File: config.mk
export PLATFORM = sky130hd
export DESIGN_NAME = vrfpm_top
export DESIGN_NICKNAME = d
export VERILOG_FILES = /design/src/vrfpm_pkg.sv /design/src/vrfpm_top.sv
export VERILOG_INCLUDE_DIRS = /design/src
export SDC_FILE = /design/constraint.sdc
export NUM_CORES = 1
export LEC_CHECK = 0
export BUFFER_PORTS_ARGS = -buffer_cell sky130_fd_sc_hd__buf_2
export CAP_MARGIN = 20
export CELL_PAD_IN_SITES_DETAIL_PLACEMENT = 1
export CELL_PAD_IN_SITES_GLOBAL_PLACEMENT = 1
export CORE_MARGIN = 2
export CORE_UTILIZATION = 38
export CTS_CLUSTER_SIZE = 10
export DETAILED_ROUTE_END_ITERATION = 8
export PLACE_DENSITY_LB_ADDON = 0.25
export SETUP_SLACK_MARGIN = 0.3
export SYNTH_ARGS = -nofsm -noshare
export SYNTH_HDL_FRONTEND = slang
export SYNTH_SLANG_ARGS = --single-unit
File: constraint.sdc
create_clock -name clk_i -period 2.3 [get_ports clk_i]
set_input_delay 0.115 -clock clk_i [delete_from_list [all_inputs] [get_ports clk_i]]
set_output_delay 0.115 -clock clk_i [all_outputs]
set_load 0.02 [all_outputs]
File: src/vrfpm_consts.svh
`ifndef VRFPM_CONSTS_SVH
`define VRFPM_CONSTS_SVH
// Register byte addresses
`define VRFPM_A_CTRL      12'h000
`define VRFPM_A_MODE      12'h004
`define VRFPM_A_QUAL      12'h008
`define VRFPM_A_STATUS    12'h00c
`define VRFPM_A_OUTSTATE  12'h010
`define VRFPM_A_CMD       12'h014
// Control bit positions
`define VRFPM_CTRL_EN     0
`define VRFPM_CTRL_OVRST  1
// Command bit positions (write one to act)
`define VRFPM_CMD_CLR     0
`define VRFPM_CMD_ENTOG   1
// Status bit positions
`define VRFPM_ST_OVA      0
`define VRFPM_ST_OVR      1
`define VRFPM_ST_RV       2
`define VRFPM_ST_OC       3
`define VRFPM_ST_UV       4
`define VRFPM_ST_OT       5
`define VRFPM_ST_CF       6
`define VRFPM_ST_CML      7
`define VRFPM_ST_NVM      8
`define VRFPM_ST_VIN      9
`define VRFPM_NST         10
// Mode field positions
`define VRFPM_M_OV        0
`define VRFPM_M_OC        2
`define VRFPM_M_UV        4
// Qualification defaults, cycles
`define VRFPM_QUAL_RST    8'h10
// Reset values: software enable on, every response latched
`define VRFPM_CTRL_RST    2'h1
`define VRFPM_MODE_RST    6'h15
// Times
`define VRFPM_CLK_MHZ     100
`define VRFPM_RESTART_US  12500
`define VRFPM_VALLEY_NS   150
`define VRFPM_RESTART_CYC (`VRFPM_RESTART_US * `VRFPM_CLK_MHZ)
`define VRFPM_VALLEY_CYC  ((`VRFPM_VALLEY_NS * `VRFPM_CLK_MHZ) / 1000)
`endif

File: src/vrfpm_pkg.sv
`default_nettype none
package vrfpm_pkg;
   typedef enum logic [1:0] {VRFPM_NOACT, VRFPM_LATCH, VRFPM_RETRY, VRFPM_HICCUP} vrfpm_resp_t;
   typedef struct packed {
      logic ov_abs;
      logic ov_rel;
      logic rev;
      logic oc;
      logic uv;
      logic hot;
      logic cool;
      logic vin_ov;
      logic vin_low;
      logic vin_high;
   } vrfpm_sense_t;
   typedef struct packed {
      logic soft_start;
      logic soft_stop;
      logic decay;
      logic settled;
   } vrfpm_ramp_t;
   typedef struct packed {
      logic bad_len;
      logic bad_rw;
      logic bad_cmd;
   } vrfpm_comm_t;
endpackage
`default_nettype wire

File: src/vrfpm_top.sv
`timescale 1ns/1ps
`default_nettype none
`include "vrfpm_consts.svh"
module vrfpm_top #(
   parameter int NPH = 6,
   parameter int RESTART_CYC = `VRFPM_RESTART_CYC
) (
   // Clock and reset
   input wire logic clk_i,
   input wire logic arst_n_i,
   // APB slave
   input wire logic psel_i,
   input wire logic penable_i,
   input wire logic pwrite_i,
   input wire logic [11:0] paddr_i,
   input wire logic [31:0] pwdata_i,
   output logic [31:0] prdata_o,
   output logic pready_o,
   output logic pslverr_o,
   // Sensing
   input wire vrfpm_pkg::vrfpm_sense_t sense_i,
   input wire vrfpm_pkg::vrfpm_ramp_t ramp_i,
   input wire vrfpm_pkg::vrfpm_comm_t comm_i,
   input wire logic en_pin_i,
   input wire logic init_done_i,
   input wire logic cfg_invalid_i,
   input wire logic [NPH-1:0] valley_oc_i,
   input wire logic [NPH-1:0] phase_req_i,
   // Phase outputs
   output logic [NPH-1:0] phase_on_o,
   output logic [NPH-1:0] phase_hiz_o,
   output logic forced_continuous_flag_o,
   output logic regulator_run_o,
   // Alarm pins (open drain, oe high drives low)
   output logic thermal_alarm_out_o,
   output logic thermal_alarm_out_oe_o,
   output logic catastrophic_fault_protect_o,
   output logic catastrophic_fault_protect_oe_o,
   output logic host_alert_out_o,
   output logic host_alert_out_oe_o
);
   import vrfpm_pkg::*;

   // ----------------------------------------
   // Registers
   // ----------------------------------------
   logic [1:0] ctrl_ff;
   logic [5:0] mode_ff;
   logic [7:0] qual_ff;
   logic [`VRFPM_NST-1:0] status_ff;
   logic en_pin_ff;
   logic ov_latch_ff, rv_latch_ff, off_latch_ff, hot_ff, alert_ff, nvm_ff;
   logic [31:0] rst_cnt_ff;
   logic restart_wait_ff;
   logic [7:0] q_ova_ff, q_ovr_ff, q_oc_ff, q_uv_ff;
   logic [NPH-1:0] blk_ff;
   logic [7:0] blk_cnt_ff;

   logic wr, rd, cmd_wr, clr_cmd, en_cmd_tog, en_pin_tog, toggle, enabled;
   assign wr = psel_i && penable_i && pwrite_i;
   assign rd = psel_i && penable_i && !pwrite_i;
   assign cmd_wr = wr && (paddr_i == `VRFPM_A_CMD);
   assign clr_cmd = cmd_wr && pwdata_i[`VRFPM_CMD_CLR];
   assign en_cmd_tog = cmd_wr && pwdata_i[`VRFPM_CMD_ENTOG];
   assign en_pin_tog = en_pin_i != en_pin_ff;
   assign toggle = en_pin_tog || en_cmd_tog || sense_i.vin_low;
   assign enabled = en_pin_i && ctrl_ff[`VRFPM_CTRL_EN];

   function automatic vrfpm_resp_t mode_of(input logic [5:0] m, input int pos);
      return vrfpm_resp_t'(m[pos +: 2]);
   endfunction

   // ----------------------------------------
   // Qualification
   // ----------------------------------------
   logic ova_c, ovr_c, oc_c, uv_c, ova_t, ovr_t, oc_t, uv_t;
   assign ova_c = enabled && sense_i.ov_abs;
   assign ovr_c = enabled && sense_i.ov_rel && ramp_i.settled && !ramp_i.soft_start
                  && !ramp_i.soft_stop && !ramp_i.decay;
   assign oc_c = enabled && sense_i.oc && !ramp_i.soft_start;
   assign uv_c = enabled && sense_i.uv;

   function automatic logic [7:0] qstep(input logic c, input logic [7:0] q, input logic [7:0] lim);
      if (!c)
      begin
         return 8'h00;
      end
      return (q < lim) ? q + 8'h01 : q;
   endfunction

   always_ff @(posedge clk_i or negedge arst_n_i)
   begin
      if (!arst_n_i)
      begin
         q_ova_ff <= 8'h00;
         q_ovr_ff <= 8'h00;
         q_oc_ff <= 8'h00;
         q_uv_ff <= 8'h00;
      end
      else
      begin
         q_ova_ff <= qstep(ova_c, q_ova_ff, qual_ff);
         q_ovr_ff <= qstep(ovr_c, q_ovr_ff, qual_ff);
         q_oc_ff <= qstep(oc_c, q_oc_ff, qual_ff);
         q_uv_ff <= qstep(uv_c, q_uv_ff, qual_ff);
      end
   end
   assign ova_t = ova_c && (q_ova_ff == qual_ff);
   assign ovr_t = ovr_c && (q_ovr_ff == qual_ff);
   assign oc_t = oc_c && (q_oc_ff == qual_ff);
   assign uv_t = uv_c && (q_uv_ff == qual_ff);

   // ----------------------------------------
   // Protection latches
   // ----------------------------------------
   logic ov_act, rv_t, oc_act, uv_act, ovr_act;
   assign ovr_act = ovr_t && mode_of(mode_ff, `VRFPM_M_OV) != VRFPM_NOACT;
   assign ov_act = ova_t || ovr_act;
   assign rv_t = enabled && sense_i.rev;
   assign oc_act = oc_t && mode_of(mode_ff, `VRFPM_M_OC) != VRFPM_NOACT;
   assign uv_act = uv_t && mode_of(mode_ff, `VRFPM_M_UV) != VRFPM_NOACT;

   always_ff @(posedge clk_i or negedge arst_n_i)
   begin
      if (!arst_n_i)
      begin
         ov_latch_ff <= 1'b0;
      end
      else if (ov_act)
      begin
         ov_latch_ff <= 1'b1;
      end
      else if (toggle || rv_t)
      begin
         ov_latch_ff <= 1'b0;
      end
   end

   always_ff @(posedge clk_i or negedge arst_n_i)
   begin
      if (!arst_n_i)
      begin
         rv_latch_ff <= 1'b0;
      end
      else if (rv_t)
      begin
         rv_latch_ff <= 1'b1;
      end
      else if (toggle || ov_act)
      begin
         rv_latch_ff <= 1'b0;
      end
   end

   // Restartable shutdown from OC/UV; relative OV retry frees run but ov_latch_ff holds the phases until a toggle
   logic latch_req, retry_req, ov_retry;
   assign ov_retry = ovr_act && !ova_t && ctrl_ff[`VRFPM_CTRL_OVRST];
   assign latch_req = (oc_act && mode_of(mode_ff, `VRFPM_M_OC) == VRFPM_LATCH)
                      || (uv_act && mode_of(mode_ff, `VRFPM_M_UV) == VRFPM_LATCH);
   assign retry_req = (oc_act && mode_of(mode_ff, `VRFPM_M_OC) != VRFPM_LATCH)
                      || (uv_act && mode_of(mode_ff, `VRFPM_M_UV) != VRFPM_LATCH) || ov_retry;

   always_ff @(posedge clk_i or negedge arst_n_i)
   begin
      if (!arst_n_i)
      begin
         off_latch_ff <= 1'b0;
      end
      else if (latch_req)
      begin
         off_latch_ff <= 1'b1;
      end
      else if (toggle)
      begin
         off_latch_ff <= 1'b0;
      end
   end

   // Restart timer starts only once the fault has cleared
   logic fault_live;
   assign fault_live = sense_i.oc || sense_i.uv || sense_i.ov_rel;
   always_ff @(posedge clk_i or negedge arst_n_i)
   begin
      if (!arst_n_i)
      begin
         restart_wait_ff <= 1'b0;
         rst_cnt_ff <= 32'h0;
      end
      else if (retry_req)
      begin
         restart_wait_ff <= 1'b1;
         rst_cnt_ff <= 32'h0;
      end
      else if (restart_wait_ff)
      begin
         if (fault_live)
         begin
            rst_cnt_ff <= 32'h0;
         end
         else if (rst_cnt_ff >= 32'(RESTART_CYC - 1))
         begin
            restart_wait_ff <= 1'b0;
            if (ov_latch_ff && !ova_t)
            begin
               rst_cnt_ff <= 32'h0;
            end
         end
         else
         begin
            rst_cnt_ff <= rst_cnt_ff + 32'h1;
         end
      end
   end

   // Nonvolatile fault state holds until config valid
   always_ff @(posedge clk_i or negedge arst_n_i)
   begin
      if (!arst_n_i)
      begin
         nvm_ff <= 1'b0;
      end
      else
      begin
         nvm_ff <= cfg_invalid_i;
      end
   end

   // ----------------------------------------
   // Phase drive
   // ----------------------------------------
   logic run;
   assign run = enabled && !off_latch_ff && !restart_wait_ff && !nvm_ff && sense_i.vin_high
                && !sense_i.vin_low;
   assign regulator_run_o = run;

   // Valley limit: every phase with valley_oc_i set is blocked, its request passed to the next phase after timeout
   always_ff @(posedge clk_i or negedge arst_n_i)
   begin
      if (!arst_n_i)
      begin
         blk_cnt_ff <= 8'h00;
      end
      else if (|(phase_req_i & valley_oc_i) && blk_cnt_ff < 8'(`VRFPM_VALLEY_CYC))
      begin
         blk_cnt_ff <= blk_cnt_ff + 8'h01;
      end
      else if (!(|(phase_req_i & valley_oc_i)))
      begin
         blk_cnt_ff <= 8'h00;
      end
   end

   genvar g;
   generate
      for (g = 0; g < NPH; g++)
      begin : g_ph
         logic hand;
         assign hand = (blk_cnt_ff >= 8'(`VRFPM_VALLEY_CYC)) && phase_req_i[(g + NPH - 1) % NPH]
                       && valley_oc_i[(g + NPH - 1) % NPH] && !valley_oc_i[g];
         always_ff @(posedge clk_i or negedge arst_n_i)
         begin
            if (!arst_n_i)
            begin
               phase_on_o[g] <= 1'b0;
               phase_hiz_o[g] <= 1'b1;
            end
            else if (rv_latch_ff || rv_t)
            begin
               phase_on_o[g] <= 1'b0;
               phase_hiz_o[g] <= 1'b1;
            end
            else if (ov_latch_ff || ov_act)
            begin
               phase_on_o[g] <= 1'b0;
               phase_hiz_o[g] <= 1'b0;
            end
            else
            begin
               phase_on_o[g] <= run && ((phase_req_i[g] && !valley_oc_i[g]) || hand);
               phase_hiz_o[g] <= !run;
            end
         end
      end
   endgenerate

   always_ff @(posedge clk_i or negedge arst_n_i)
   begin
      if (!arst_n_i)
      begin
         forced_continuous_flag_o <= 1'b0;
      end
      else
      begin
         forced_continuous_flag_o <= (ov_latch_ff || ov_act) && !(rv_latch_ff || rv_t);
      end
   end

   // ----------------------------------------
   // Alarm pins
   // ----------------------------------------
   // Thermal alarm only reports; it feeds nothing in the run path
   always_ff @(posedge clk_i or negedge arst_n_i)
   begin
      if (!arst_n_i)
      begin
         hot_ff <= 1'b0;
      end
      else if (sense_i.hot)
      begin
         hot_ff <= 1'b1;
      end
      else if (sense_i.cool)
      begin
         hot_ff <= 1'b0;
      end
   end
   assign thermal_alarm_out_o = 1'b0;
   assign thermal_alarm_out_oe_o = init_done_i && hot_ff;
   assign catastrophic_fault_protect_o = 1'b0;
   // Unqualified on purpose: the supply must be cut at once
   assign catastrophic_fault_protect_oe_o = sense_i.vin_ov || sense_i.ov_abs;
   assign host_alert_out_o = 1'b0;
   assign host_alert_out_oe_o = alert_ff;

   // ----------------------------------------
   // Sticky status and alert
   // ----------------------------------------
   logic [`VRFPM_NST-1:0] ev;
   always_comb
   begin
      ev = '0;
      ev[`VRFPM_ST_OVA] = ova_t;
      ev[`VRFPM_ST_OVR] = ovr_t;
      ev[`VRFPM_ST_RV] = rv_t;
      ev[`VRFPM_ST_OC] = oc_t;
      ev[`VRFPM_ST_UV] = uv_t;
      ev[`VRFPM_ST_OT] = hot_ff;
      ev[`VRFPM_ST_CF] = catastrophic_fault_protect_oe_o;
      ev[`VRFPM_ST_CML] = |comm_i;
      ev[`VRFPM_ST_NVM] = cfg_invalid_i;
      ev[`VRFPM_ST_VIN] = sense_i.vin_low;
   end

   always_ff @(posedge clk_i or negedge arst_n_i)
   begin
      if (!arst_n_i)
      begin
         status_ff <= '0;
      end
      else if (clr_cmd || en_pin_tog || en_cmd_tog)
      begin
         status_ff <= ev;
      end
      else
      begin
         status_ff <= status_ff | ev;
      end
   end

   // Alert drops on clear unless comm_i is set that cycle; a fault still present re-raises it next cycle
   always_ff @(posedge clk_i or negedge arst_n_i)
   begin
      if (!arst_n_i)
      begin
         alert_ff <= 1'b0;
      end
      else if (|comm_i)
      begin
         alert_ff <= 1'b1;
      end
      else if (clr_cmd)
      begin
         alert_ff <= 1'b0;
      end
      else if (|status_ff)
      begin
         alert_ff <= 1'b1;
      end
   end

   // ----------------------------------------
   // APB register file
   // ----------------------------------------
   always_ff @(posedge clk_i or negedge arst_n_i)
   begin
      if (!arst_n_i)
      begin
         ctrl_ff <= `VRFPM_CTRL_RST;
         mode_ff <= `VRFPM_MODE_RST;
         qual_ff <= `VRFPM_QUAL_RST;
         en_pin_ff <= 1'b0;
      end
      else
      begin
         en_pin_ff <= en_pin_i;
         if (wr && paddr_i == `VRFPM_A_CTRL)
         begin
            ctrl_ff <= pwdata_i[1:0];
         end
         else if (wr && paddr_i == `VRFPM_A_MODE)
         begin
            mode_ff <= pwdata_i[5:0];
         end
         else if (wr && paddr_i == `VRFPM_A_QUAL)
         begin
            qual_ff <= (pwdata_i[7:0] == 8'h00) ? 8'h01 : pwdata_i[7:0];
         end
      end
   end

   logic hit;
   assign hit = (paddr_i == `VRFPM_A_CTRL) || (paddr_i == `VRFPM_A_MODE) || (paddr_i == `VRFPM_A_QUAL)
                || (paddr_i == `VRFPM_A_STATUS) || (paddr_i == `VRFPM_A_OUTSTATE)
                || (paddr_i == `VRFPM_A_CMD);
   assign pready_o = 1'b1;
   assign pslverr_o = psel_i && penable_i && !hit;

   always_ff @(posedge clk_i or negedge arst_n_i)
   begin
      if (!arst_n_i)
      begin
         prdata_o <= 32'h0;
      end
      else if (psel_i && !penable_i && !pwrite_i)
      begin
         if (paddr_i == `VRFPM_A_CTRL)
         begin
            prdata_o <= {30'h0, ctrl_ff};
         end
         else if (paddr_i == `VRFPM_A_MODE)
         begin
            prdata_o <= {26'h0, mode_ff};
         end
         else if (paddr_i == `VRFPM_A_QUAL)
         begin
            prdata_o <= {24'h0, qual_ff};
         end
         else if (paddr_i == `VRFPM_A_STATUS)
         begin
            prdata_o <= {22'h0, status_ff};
         end
         else if (paddr_i == `VRFPM_A_OUTSTATE)
         begin
            prdata_o <= {25'h0, run, ov_latch_ff, rv_latch_ff, off_latch_ff, restart_wait_ff, nvm_ff,
                         alert_ff};
         end
         else
         begin
            prdata_o <= 32'h0;
         end
      end
   end
endmodule
`default_nettype wire

==> impl_metrics.ini <==
[outcome]
outcome = finished with violations
violations = negative setup slack

[grt]
grt_overflow = 0
grt_pass1_wl_um = 34400
grt_max_degree = 65
grt_usage = 0.2371
grt_pass1_vias = 6576
antenna_found_initial = 0

[clock_tree]
cts_tree = yes
clk_pin_slew_worst_paths_ps = 60
cts_buffers = 17
clock_path_buffers = 2
cts_sinks = 124
cts_root_buffer = clkbuf_16
worstSkewPairLatency_ps = 420
cts_max_level = 4

[placed_design]
gp_congestion = 0.8723
dp_hpwl_um = 14730
io_buffers = 84
pre_cts_ws_ps = -213.2
placed_cell_area_mm2 = 0.007908

[route]
post_drt_wl_per_cell_um = 20.27
avgViaCountPerCell = 5.564
finalWirelength_um = 22980
vias = 6310
drtAntennaViolNets = 0
route.detailed.drc = 0
dr.pass1.iters = 7
drt_iter0_markers = 390

[pwr]
report.power.total_uw = 5313
p_int_uw = 4046
p_leak_uw = 0.004446
pwr-share-seq = 0.428
p_comb_frac = 0.074
power_density_mw_per_mm2 = 561.0
p_clk_frac = 0.498
ir_worst_vdd_mv = 0.5033
power.switching_uw = 1267
switching_share = 0.2385

[synthesis]
avgSynthCellArea_um2 = 9.677
yosys_register_bits = 124
synth_edf_count = 0
ys_types = 68
async_flop_share = 1.000
syn_inst = 704
ys_seq_area_frac = 0.4566
yosys.area.top_type = dfrtp_1
synth_area_leaders = dfrtp_1 (43%), ha_1 (7.0%), buf_4 (3.5%)
synth_top_flop_cell = dfrtp_1
yosys_warnings = 0
synth_top_area_frac = 0.4334
syn_area_mm2 = 0.006813

[cells_and_area]
finish.instance_area_mm2 = 0.009470
area_delta_synth_final_pct = 39.01
fillers = 1909
seq_area_mm2 = 0.003110
utilization = 0.5438
multi_input_area_mm2 = 0.003979
fin_nets = 1015
drive_gt1_frac = 0.3564
antennaDiodeCount = 0

[sta]
rsz0062_at_grt = true
max_freq_ghz = 0.3901
min_period_over_period = 1.114
hold_slack_ps = 11.81
finClkSkew_ps = 11.35
setup_viol = 51
period_needed_ps = 2563
fin_ws_ps = -263.3
tightest_slew_ps = 741.7
finalHoldViolCount = 0
relSlewSlack = 0.5010
slew_viol_final = 0

[floorplan]
ios = 135
rows = 48
die_area_mm2 = 0.01902
initial_utilization = 0.3912
die_h_um = 137.9
core_area_mm2 = 0.01742
fp.dieW_um = 137.9

[hold_path]
hp-class = in -> reg

[setup_path]
max_stage_delay_ps = 570
crit_path_end_kind = flop
worstSetupStartpointType = flop
arrival_ps = 2870
path_cells = inv_4, ha_4, nand4_1, nor3_4, a221o_1, a21oi_4, o21a_4, buf_12, o21ai_4, o21ai_2
critPathRequiredTime_ps = 2600
path_class = reg -> reg
crit_slowest_cell = dfstp_2
worst-path-max-fanout = 22

[job]
cap_violations = 0
==> critical path, delay by kind of cell (launching register included) <==
kind	cells	cell delay [ps]
buffers and inverters	2	240
AND/OR/NAND/NOR	2	520
AO/OA/AOI/OAI	5	830
flip-flops	1	570
adder cells (fa/ha/maj)	1	270
==> Yosys cell counts (6+ instances only) <==
master	count
a21oi_1	26
buf_2	6
nand4_1	22
buf_4	32
nor2_1	53
o21ai_1	17
nand2_1	56
inv_1	19
mux2_2	8
mux2i_1	6
or3_1	10
a21o_1	17
and2_1	23
o21a_1	7
nor2b_1	7
and3_1	12
xor2_1	12
dfstp_2	6
clkbuf_1	6
nor3_1	19
o31ai_1	6
a31oi_1	12
dfrtp_1	118
ha_1	38
nand3_1	26
nor4_1	14
xnor2_1	10
o21ai_0	41
==> power groups by stage <==
| stage | Sequential (uW) | Combinational, uW | Clock [uW] |
|---|---|---|---|
| 3_3_place_gp | 2310 | 332 | 0 |
| 6_report | 2280 | 393 | 2640 |
| 2_1_floorplan | 2310 | 205 | 0 |
| 5_1_grt | 2280 | 437 | 2790 |
| 4_1_cts | 2280 | 386 | 2660 |
| 3_5_place_dp | 2310 | 353 | 0 |
==> timing repair <==
item | in CTS | in global routing
resized for setup | 71 | 57
hold buffers | 20 | 1
endpoints found under the hold margin | 53 | 1
endpoints found under the setup margin | 72 | 78
buffers inserted | 14 | 11
pin swaps | 31 | 39
==> cell type report <==
type / count / share of cell area
clock buffers: 24 / 0.05087
clock inverters: 8 / 0.009512
inverters: 19 / 0.008852
multi-input cells: 536 / 0.4201
flip-flops and latches: 124 / 0.3284
well taps: 225 / 0.02973
repair buffers: 198 / 0.1525
==> state kept, by name (all words and copies together), names as in the netlist, 8 cells and up <==
signal      count
q_ova_ff        8
q_uv_ff         8
q_oc_ff         8
status_ff      10
blk_cnt_ff      8
q_ovr_ff        8
prdata_o       10
rst_cnt_ff     32
qual_ff         8
==> metrics by stage <==
stage               instances  TNS (ps)
floorplan                 728         0
global placement         1056     -1016
detailed placement       1056     -5443
CTS                      1122    -999.0
global route             1134    -12560
finish                   1134     -7813
==> cell families (layout without fill, tap and decap cells) <==
group           Yosys count  count (layout)  share of synthesized area
compound gates          160             160                     0.1493
xor+xnor                 22              22                    0.02828
fa+ha+maj                38              38                    0.06979
buf+inv                  68             249                    0.05840
flops                   124             124                     0.4566
mux                      14              14                    0.02204
other cells               2              26                   0.001102
simple gates            276             276                     0.2145
==> metal layers <==
| metal | routed length, um | track usage | part of all wire | vias to the layer above |
|---|---|---|---|---|
| met5 | 0 | 0 | 0 | - |
| met4 | 623 | 0.09977 | 0.027 | 0 |
| met1 | 9474 | 0.2813 | 0.41 | 3163 |
| li1 | - | - | - | 2893 |
| met2 | 11850 | 0.4219 | 0.52 | 204 |
| met3 | 1039 | 0.04203 | 0.045 | 50 |
==> worst paths after layout <==
kind,startpoint,endpoint,slack [ps],depth (start not counted)
max,qual_ff[4]$_DFFE_PN1P_,rst_cnt_ff[20]$_DFFE_PN0P_,-260,10
min,phase_req_i[3],phase_on_o[3]$_DFF_PN0_,10,3
max reg2reg,qual_ff[4]$_DFFE_PN1P_,rst_cnt_ff[20]$_DFFE_PN0P_,-260,10
min reg2reg,prdata_o[2]$_DFFE_PN0P_,prdata_o[2]$_DFFE_PN0P_,480,2
max in group asynchronous,arst_n_i,mode_ff[4]$_DFFE_PN1P_,1300,3
min in group asynchronous,arst_n_i,blk_cnt_ff[4]$_DFFE_PN0P_,200,2
==> layout by cell type (no fill, tap or decap), drive strengths merged, types with 23 or more instances in the layout <==
| master | synthesis | routed |
|---|---|---|
| nor2 | 54 | 54 |
| a21oi | 26 | 26 |
| and2 | 23 | 23 |
| ha | 38 | 38 |
| buf | 43 | 177 |
| nand2 | 57 | 57 |
| nand3 | 27 | 27 |
| dfrtp | 118 | 118 |
| clkbuf | 6 | 24 |
| o21ai | 58 | 58 |
| conb | 2 | 26 |
(Power assumes the default switching activity.)
